===== src/shared/acm_pkg.sv =====
// acm_pkg: constants and types for the conversion mode controller.
// assumes a single 10 MHz reference clock.
package acm_pkg;
  localparam int unsigned CLK_HZ         = 10_000_000;
  localparam int unsigned CONV_ADC_NS    = 9_000;
  localparam int unsigned CONV_TEMP_NS   = 27_000;
  localparam int unsigned ACQ_MIN_NS     = 100;
  localparam int unsigned PWRUP_NS       = 2_000;
  localparam int unsigned NS_PER_S       = 1_000_000_000;
  localparam int unsigned CLK_NS         = NS_PER_S / CLK_HZ;
  localparam int unsigned CONV_ADC_CYC   = CONV_ADC_NS / CLK_NS;
  localparam int unsigned CONV_TEMP_CYC  = CONV_TEMP_NS / CLK_NS;
  localparam int unsigned ACQ_MIN_CYC    = (ACQ_MIN_NS + CLK_NS - 1) / CLK_NS;
  localparam int unsigned PWRUP_CYC      = (PWRUP_NS + CLK_NS - 1) / CLK_NS;
  localparam int          CNT_W          = 9;
  localparam int          CODE_W         = 10;
  localparam int          CODE_STEPS     = 1024;
  localparam logic [2:0]  CH_TEMP        = 3'h0;
  localparam logic [2:0]  CH_RESET       = 3'h0;
  localparam int          TEMP_OFFSET_C  = 103;
  localparam logic [9:0]  CODE_RESET     = 10'h000;
  localparam logic [9:0]  CODE_MIN55     = 10'h0C0;
  localparam logic [9:0]  CODE_PLUS125   = 10'h390;

  typedef enum logic [1:0]
  {
    ST_ACQ  = 2'b00,
    ST_CONV = 2'b01,
    ST_PD   = 2'b10
  } acm_state_t;

  typedef struct packed
  {
    acm_state_t         st;
    logic               cs_n_d;
    logic [CNT_W-1:0]   cnt;
    logic [2:0]         ch;
    logic [CODE_W-1:0]  code;
    logic               busy;
    logic               pd;
    logic               pd_mode;
  } acm_regs_t;
endpackage


===== src/hw/acm_temp_code.sv =====
// acm_temp_code: maps a quarter-degree temperature sample to the output code.
// assumes a signed input in units of 0.25 C, clamped to the code range.
`timescale 1ns/1ns
module acm_temp_code
  import acm_pkg::*;
(
  input  wire logic               i_ref_clk,
  input  wire logic               i_rst,
  input  wire logic signed [11:0] i_temp_q,
  output logic        [CODE_W-1:0] o_code
);
  localparam logic signed [12:0] OFS_Q = 13'(TEMP_OFFSET_C * 4);
  logic signed [12:0] sum;

  // code = 4 * (t + 103)
  always_comb sum = 13'(i_temp_q) + OFS_Q;

  always_ff @(posedge i_ref_clk or posedge i_rst)
  begin
    if (i_rst)
      o_code <= CODE_RESET;
    else if (sum < 0)
      o_code <= CODE_RESET;
    else if (sum > 13'(CODE_STEPS - 1))
      o_code <= {CODE_W{1'b1}};
    else
      o_code <= sum[CODE_W-1:0];
  end
endmodule


===== src/hw/acm_ctrl.sv =====
// acm_ctrl: convert-start sequencing, busy, power-down and result coding.
// assumes convert_start_n, channel and sample inputs synchronous to i_ref_clk.
// Summary of operation
// - acquisition starts when a conversion ends with convert-start high, or on the wake rise after power-down, and stops on convert-start falling.
// - results are straight binary over 1024 codes of 2.5 V/1024.
// - channel 000 is the temperature sensor and is selected after reset.
// - temperature code equals four times (degrees plus 103).
// - temperature codes match the table, 0C0 at -55 C and 390 at +125 C.
// - mode is chosen only by convert-start level when the conversion ends.
// - convert-start still low as busy falls powers the device down.
// - after power-down the next convert-start rising edge wakes the device.
// - falling edge holds, starts conversion, raises busy for 9 us or 27 us.
`timescale 1ns/1ns
module acm_ctrl
  import acm_pkg::*;
(
  input  wire logic               i_ref_clk,
  input  wire logic               i_rst,
  input  wire logic               i_convert_start_n,
  input  wire logic               i_ch_wr,
  input  wire logic [2:0]         i_ch_sel,
  input  wire logic [CODE_W-1:0]  i_sample,
  input  wire logic signed [11:0] i_temp_q,
  output logic                    o_busy,
  output logic                    o_hold,
  output logic                    o_power_down,
  output logic [2:0]              o_channel,
  output logic [CODE_W-1:0]       o_result
);
  acm_regs_t r_r;
  acm_regs_t r_nxt;
  logic [CODE_W-1:0] temp_code;
  logic              fall;
  logic              rise;
  logic              last;

  // busy lengths in clock samples, first high sample counted as zero
  localparam int BUSY_TEMP_LAST = CONV_TEMP_CYC - 1;
  localparam int BUSY_ADC_LAST  = CONV_ADC_CYC - 1;

  acm_temp_code u_temp
  (
    .i_ref_clk (i_ref_clk),
    .i_rst     (i_rst),
    .i_temp_q  (i_temp_q),
    .o_code    (temp_code)
  );

  function automatic logic [CNT_W-1:0] conv_len(input logic [2:0] ch);
    conv_len = (ch == CH_TEMP) ? CNT_W'(CONV_TEMP_CYC - 1) : CNT_W'(CONV_ADC_CYC - 1);
  endfunction

  assign fall = r_r.cs_n_d && !i_convert_start_n;
  assign rise = !r_r.cs_n_d && i_convert_start_n;
  assign last = (r_r.st == ST_CONV) && (r_r.cnt == '0);

  always_comb
  begin
    r_nxt        = r_r;
    r_nxt.cs_n_d = i_convert_start_n;
    if (i_ch_wr && r_r.st != ST_CONV)
      r_nxt.ch = i_ch_sel;
    case (r_r.st)
      ST_ACQ:
      begin
        if (fall)
        begin
          r_nxt.st   = ST_CONV;
          r_nxt.busy = 1'b1;
          r_nxt.cnt  = conv_len(r_r.ch);
        end
      end
      ST_CONV:
      begin
        if (last)
        begin
          r_nxt.busy = 1'b0;
          // straight binary, temperature channel uses its own code map
          r_nxt.code = (r_r.ch == CH_TEMP) ? temp_code : i_sample;
          // mode decided only by the level at end of conversion
          if (!i_convert_start_n)
          begin
            r_nxt.st      = ST_PD;
            r_nxt.pd      = 1'b1;
            r_nxt.pd_mode = 1'b1;
          end
          else
          begin
            r_nxt.st      = ST_ACQ;
            r_nxt.pd_mode = 1'b0;
          end
        end
        else
          r_nxt.cnt = r_r.cnt - 1'b1;
      end
      ST_PD:
      begin
        if (rise)
        begin
          r_nxt.st = ST_ACQ;
          r_nxt.pd = 1'b0;
        end
      end
      default:
        r_nxt.st = ST_ACQ;
    endcase
  end

  always_ff @(posedge i_ref_clk or posedge i_rst)
  begin
    if (i_rst)
    begin
      r_r.st      <= ST_ACQ;
      r_r.cs_n_d  <= 1'b1;
      r_r.cnt     <= '0;
      r_r.ch      <= CH_RESET;
      r_r.code    <= CODE_RESET;
      r_r.busy    <= 1'b0;
      r_r.pd      <= 1'b0;
      r_r.pd_mode <= 1'b0;
    end
    else
      r_r <= r_nxt;
  end

  assign o_busy       = r_r.busy;
  assign o_hold       = (r_r.st == ST_CONV);
  assign o_power_down = r_r.pd;
  assign o_channel    = r_r.ch;
  assign o_result     = r_r.code;

  chk_busy_temp_len: assert property (@(posedge i_ref_clk) disable iff (i_rst)
    ($rose(r_r.busy) && r_r.ch == CH_TEMP) |-> ##BUSY_TEMP_LAST r_r.busy ##1 !r_r.busy)
    else $error("busy length wrong on temperature channel");

  chk_busy_adc_len: assert property (@(posedge i_ref_clk) disable iff (i_rst)
    ($rose(r_r.busy) && r_r.ch != CH_TEMP) |-> ##BUSY_ADC_LAST r_r.busy ##1 !r_r.busy)
    else $error("busy length wrong on input channel");

  chk_load_temp: assert property (@(posedge i_ref_clk) disable iff (i_rst)
    (r_r.st == ST_ACQ && fall && r_r.ch == CH_TEMP) |=> r_r.cnt == BUSY_TEMP_LAST)
    else $error("temperature count not loaded");

  chk_load_adc: assert property (@(posedge i_ref_clk) disable iff (i_rst)
    (r_r.st == ST_ACQ && fall && r_r.ch != CH_TEMP) |=> r_r.cnt == BUSY_ADC_LAST)
    else $error("input count not loaded");

  chk_start_busy: assert property (@(posedge i_ref_clk) disable iff (i_rst)
    (r_r.st == ST_ACQ && r_r.cs_n_d && !i_convert_start_n) |=> (r_r.busy && o_hold))
    else $error("busy not raised after start");

  chk_pd_entry: assert property (@(posedge i_ref_clk) disable iff (i_rst)
    ($fell(r_r.busy) && !$past(i_convert_start_n)) |-> r_r.pd)
    else $error("no power down with start low");

  chk_no_pd: assert property (@(posedge i_ref_clk) disable iff (i_rst)
    ($fell(r_r.busy) && $past(i_convert_start_n)) |-> (!r_r.pd && r_r.st == ST_ACQ))
    else $error("power down with start high");

  chk_wake_rise: assert property (@(posedge i_ref_clk) disable iff (i_rst)
    (r_r.st == ST_PD && !r_r.cs_n_d && i_convert_start_n) |=> !r_r.pd)
    else $error("no wake on rising start");

  chk_temp_code: assert property (@(posedge i_ref_clk) disable iff (i_rst)
    // minus 55 C in quarter degrees
    ($fell(r_r.busy) && $past(r_r.ch) == CH_TEMP && $past(i_temp_q, 2) == 12'hF24)
      |-> r_r.code == CODE_MIN55)
    else $error("temperature code at -55 C wrong");

  chk_temp_hot: assert property (@(posedge i_ref_clk) disable iff (i_rst)
    ($fell(r_r.busy) && $past(r_r.ch) == CH_TEMP && $past(i_temp_q, 2) == 12'h1F4)
      |-> r_r.code == CODE_PLUS125)
    else $error("temperature code at +125 C wrong");

  chk_adc_code: assert property (@(posedge i_ref_clk) disable iff (i_rst)
    ($fell(r_r.busy) && $past(r_r.ch) != CH_TEMP) |-> r_r.code == $past(i_sample))
    else $error("input code not passed straight");

  chk_reset_chan: assert property (@(posedge i_ref_clk)
    $fell(i_rst) |-> o_channel == CH_TEMP)
    else $error("channel not temperature after reset");

  // hold is decoded from ST_CONV and busy is its own flag set and cleared on the same transitions, so they never drift apart
  chk_busy_hold: assert property (@(posedge i_ref_clk) disable iff (i_rst)
    o_busy == o_hold)
    else $error("busy and hold differ");

  // a second start while converting must not reload the count
  chk_no_restart: assert property (@(posedge i_ref_clk) disable iff (i_rst)
    (r_r.st == ST_CONV && !last) |=> (r_r.st == ST_CONV && r_r.cnt == $past(r_r.cnt) - 1'b1))
    else $error("conversion count disturbed");

  chk_acq_idle: assert property (@(posedge i_ref_clk) disable iff (i_rst)
    (r_r.st == ST_ACQ && !fall) |=> (r_r.st == ST_ACQ && !r_r.busy))
    else $error("acquisition left without start");

  chk_ch_frozen: assert property (@(posedge i_ref_clk) disable iff (i_rst)
    (r_r.st == ST_CONV) |=> $stable(r_r.ch))
    else $error("channel changed during conversion");

  chk_ch_write: assert property (@(posedge i_ref_clk) disable iff (i_rst)
    (i_ch_wr && r_r.st != ST_CONV) |=> r_r.ch == $past(i_ch_sel))
    else $error("channel write not taken");

  chk_result_stands: assert property (@(posedge i_ref_clk) disable iff (i_rst)
    !last |=> $stable(r_r.code))
    else $error("result changed outside conversion end");

  chk_pd_state: assert property (@(posedge i_ref_clk) disable iff (i_rst)
    r_r.pd == (r_r.st == ST_PD))
    else $error("power down flag and state differ");

  chk_pd_hold: assert property (@(posedge i_ref_clk) disable iff (i_rst)
    (r_r.st == ST_PD && !rise) |=> (r_r.st == ST_PD && r_r.pd))
    else $error("power down left without rising start");

  chk_wake_acq: assert property (@(posedge i_ref_clk) disable iff (i_rst)
    (r_r.st == ST_PD && rise) |=> (r_r.st == ST_ACQ && !r_r.busy))
    else $error("wake did not return to acquisition");
endmodule


===== config.mk =====
export PLATFORM = sky130hd
export DESIGN_NAME = acm_ctrl
export DESIGN_NICKNAME = d
export VERILOG_FILES = /design/src/shared/acm_pkg.sv /design/src/hw/acm_temp_code.sv /design/src/hw/acm_ctrl.sv
export SDC_FILE = /design/constraint.sdc
export NUM_CORES = 1
export LEC_CHECK = 0
export ABC_AREA = 1
export BUFFER_PORTS_ARGS = -buffer_cell sky130_fd_sc_hd__buf_2
export CAP_MARGIN = 20
export CELL_PAD_IN_SITES_DETAIL_PLACEMENT = 1
export CELL_PAD_IN_SITES_GLOBAL_PLACEMENT = 1
export CORE_MARGIN = 1.5
export CORE_UTILIZATION = 42
export DETAILED_ROUTE_END_ITERATION = 10
export PLACE_DENSITY = 0.91
export SETUP_SLACK_MARGIN = 0.3
export SYNTH_ARGS = -nofsm -noshare
export SYNTH_HDL_FRONTEND = slang
export SYNTH_SLANG_ARGS = --single-unit
export TNS_END_PERCENT = 100

===== constraint.sdc =====
create_clock -name i_ref_clk -period 2.4 [get_ports i_ref_clk]
set_clock_uncertainty 0.1 [all_clocks]
set_input_delay 0.48 -clock i_ref_clk [delete_from_list [all_inputs] [get_ports i_ref_clk]]
set_output_delay 0.48 -clock i_ref_clk [all_outputs]
set_load 0.005 [all_outputs]

==> metrics.md <==
| Metric | Value |
|---|---|
| Cell Chain, Critical Path | inv_1, ha_1, nand3_1, nor2_1, nand2_1, inv_1, nand2_1, buf_4, o31ai_1 |
| Buffer depth of the longest clock path | 2 |
| Final critical-path required period | 1988 ps |
| Warning count from the yosys run | 0 |
| Run status | completed |
| Distinct cell type count after synthesis | 27 |
| Clock transition at the register clock pins on the worst setup and hold paths after CTS | 80 ps |
| Critical path class | reg -> reg |
| Net switching power figure | 316.3 uW |
| Worst-case headroom to the max-slew limit | 68.84% |
| Critical path endpoint | o_result[0]$_DFFE_PP0P_ |
| Via density | approximately 5.0 |
| Max IR drop VDD | 0.2685 mV |
| Internal Dissipation | 1.100 mW |
| Most area-consuming cells after synthesis | sky130_fd_sc_hd__dfrtp_1, sky130_fd_sc_hd__nand2_1, sky130_fd_sc_hd__inv_1 |
| Maximum clock frequency | between 500 and 600 MHz |
| Largest net degree at the start of global routing | 38 |
| Number of standard cells after synthesis | 276 |
| Later-pin clock latency in the skew report | around 290 ps |
| Most used DFF post-synth | sky130_fd_sc_hd__dfrtp_1 |
| Count of filler cells inserted in the layout | 646 |
| Final Cycle Share | 82.82% |
| Mean routed wirelength per cell | between 10 and 15 um |
| Antenna cells | 0 |
| Worst endpoint required time | roughly 2500 ps |
| Congestion Overflow GR | 0 |
| Post-synth EDFFs | 0 |
| Die outline area | 5420 um^2 |
| Kind of path behind the tightest hold check | in -> async |
| H-Tree Level Count | 2 |
| Max stage delay cell, worst path | sky130_fd_sc_hd__dfrtp_1 |
| Average cell area after synthesis | 7.589 um^2 |
| Max-capacitance violation count | 0 |
| Total number of vias | 1886 |
| Summed instance area of the synthesized netlist | 2095 um^2 |
| R2R setup slack | 410 ps |
| Count of buffers from port buffering | 44 |
| DRC marker count from the first detailed-route iteration | 128 |
| CTS tree | done |
| Dominant cell type by area after synthesis | sky130_fd_sc_hd__dfrtp_1 |
| Width of the chip | 73.62 um |
| Highest-count cells in the layout ignoring fill and taps | sky130_fd_sc_hd__nand2_1, sky130_fd_sc_hd__buf_2, sky130_fd_sc_hd__inv_1, sky130_fd_sc_hd__dfrtp_1, sky130_fd_sc_hd__nor2_1 |
| Endpoint class of the critical path | flop |
| # nets final | about 340 |
| Pins over their slew limit | 0 |
| Proportion of total power due to net switching | about 22% |
| Setup repair after global routing missed its margin | false |
| Drt pass-1 iters | 4 |
| Via count of the first global-routing pass | 1871 |
| First element of the critical path | r_r[16]$_DFFE_PP0P_ |
| Clk Tree Root Cell | sky130_fd_sc_hd__clkbuf_8 |
| Number of placement rows | 25 |
| Overall power of the completed layout | 1.417 mW |
| Highest net fanout along the worst path | 20 |
| Worst path arrival time | 2080 ps |
| Share of flip-flops with an asynchronous set or reset | 100.0% |
| Maximum single-stage delay on the critical path | between 300 and 400 ps |
| Final Setup Violations | 0 |
| Gate power share | 8.8% |
| Buffers inserted during post-CTS setup optimization | 0 |
| Clock Power Share | 45.5% |
| Top cell type's share of synthesized area | 43.01% |
| TritonCTS Sinks | 37 |
| Remaining number of nets flagged by the antenna check after routing | 0 |
| Half-perimeter wire length after detailed placement | 3808 um |
| R2r worst-path depth | 9 |
| Vertical extent of the die | 73.62 um |
| Crit Reg-Reg Startpoint | r_r[16]$_DFFE_PP0P_ |
| Number of I/O pins | 45 |
| Fraction of power consumed by sequential logic | a little under half |
| Number of antenna violations at the first check in global routing | 0 |
| Flop and latch count out of synthesis | 37 |
| Startpoint types | flop |
| TritonCTS Buffers | 5 |
| Effective utilization at floorplan | 44.05% |
| Total routing usage reported by global routing | 20.55% |
| Setup_tns | 0 ps |
| Residual DRC count | 0 |
| Fraction of final layout cells with drive strength greater than 1 | 21.79% |
| Sequential area share after synthesis | 44.27% |
| Core footprint | around 4800 um^2 |
| Worst Tran Pin Value | roughly 470 ps |
| GP Congestion | 0.7798 |
| Post-Synthesis Net Count | ~300 |
| Most common cell after layout, fill and taps aside | sky130_fd_sc_hd__nand2_1 |
| Leakage Power | 1.290 nW |
| Hold violation count in the final report | 0 |
| Power per cell area | 582.1 nW/um^2 |
| Aggregate routed wire length | 5089 um |
| Synthesis-to-finish area growth | 16.19% |
| Reg-to-Reg End | o_result[0]$_DFFE_PP0P_ |
| First-pass GRT wire length | 8521 um |
## Yosys cell counts, types with 4 or more instances
| cell type | n |
|---|---|
| sky130_fd_sc_hd__nor2_1 | 35 |
| sky130_fd_sc_hd__clkbuf_1 | 4 |
| sky130_fd_sc_hd__nand2_2 | 4 |
| sky130_fd_sc_hd__buf_4 | 13 |
| sky130_fd_sc_hd__dfrtp_1 | 36 |
| sky130_fd_sc_hd__xnor2_1 | 4 |
| sky130_fd_sc_hd__nand3_1 | 19 |
| sky130_fd_sc_hd__o21ai_0 | 9 |
| sky130_fd_sc_hd__a21oi_1 | 15 |
| sky130_fd_sc_hd__o31ai_1 | 12 |
| sky130_fd_sc_hd__nand2_1 | 66 |
| sky130_fd_sc_hd__inv_1 | 38 |
## critical path: cells and delay by family (launching register included)
| family | cells | cell delay, ps |
|---|---|---|
| buf+inv | 3 | 460 |
| fa+ha+maj | 1 | 240 |
| compound gates | 1 | 240 |
| simple gates | 4 | 490 |
| flops | 1 | 360 |
## final cells by class
class	count	area [um^2]	share of cell area, %
clock inverters	3	65.06	2.674
multi-input cells	180	895.9	36.81
clock buffers	5	68.82	2.828
inverters	40	150.1	6.170
flip-flops and latches	37	927.1	38.10
well taps	67	83.83	3.445
repair buffers	47	242.7	9.974
## registers in the layout (all words and copies together), names as in the netlist
| register | count |
|---|---|
| u_temp.o_code | 10 |
| o_power_down | 1 |
| o_busy | 1 |
| o_channel | 3 |
| r_r | 12 |
| o_result | 10 |
## through the flow
step / cells / cell area (um^2) / hold slack (ps) / util [%] / setup WS (ps)
after floorplan: 276 / 2095 / 352.9 / - / 641.4
after global placement: 371 / 2292 / 352.9 / 48.21 / 404.1
after detailed placement: 371 / 2292 / 353.7 / 48.21 / 270.9
after CTS: 379 / 2431 / 190.0 / 51.13 / 343.9
after global routing: 379 / 2434 / 190.2 / 51.18 / 281.5
final: 379 / 2434 / 177.2 / 51.18 / 412.4
## cell families (layout without fill, tap and decap cells)
group                      Yosys count  after routing  share of synthesized area (%)
AOI/OAI and AO/OA                   40             40                          11.41
xor gates and xnor gates             6              6                          2.509
adders and majority gates            2              2                          1.195
buffers and inverters               59             95                          13.32
DFF                                 37             37                          44.27
muxes                                2              2                          1.075
and+or+nand+nor                    130            130                          26.22
## worst min-delay path by stage
stage | start | endpoint | cells past startpoint
after global placement | o_busy$_DFFE_PP0P_ | o_busy$_DFFE_PP0P_ | 2
after detailed placement | o_busy$_DFFE_PP0P_ | o_busy$_DFFE_PP0P_ | 2
after floorplan | o_result[0]$_DFFE_PP0P_ | o_result[0]$_DFFE_PP0P_ | 2
after CTS | i_convert_start_n | r_r[25]$_DFF_PP1_ | 1
after global routing | i_convert_start_n | r_r[25]$_DFF_PP1_ | 1
final | i_rst | o_result[5]$_DFFE_PP0P_ | 3
## power groups by stage
stage          Combinational [mW]  Sequential (mW)  Clock (mW)
2_1_floorplan              0.0759            0.657           0
3_3_place_gp                0.119            0.658           0
3_5_place_dp                0.127            0.659           0
4_1_cts                     0.128            0.648       0.658
5_1_grt                     0.144            0.649       0.669
6_report                    0.124            0.648       0.644
## repair_timing
action | CTS | global route
endpoints found under the hold margin | 0 | 0
hold buffers | 0 | 0
endpoints found under the setup margin | 1 | 4
gates resized for setup | 1 | 2
pin swaps | 0 | 0
## layer usage
layer	track usage (%)	wire [um]	vias up
met5	0	0	-
met4	8.230	108	0
met3	3.429	193	10
met2	34.53	2511	43
met1	26.22	2277	900
li1	-	-	933
Note: power is estimated with default switching activity, not from simulation.
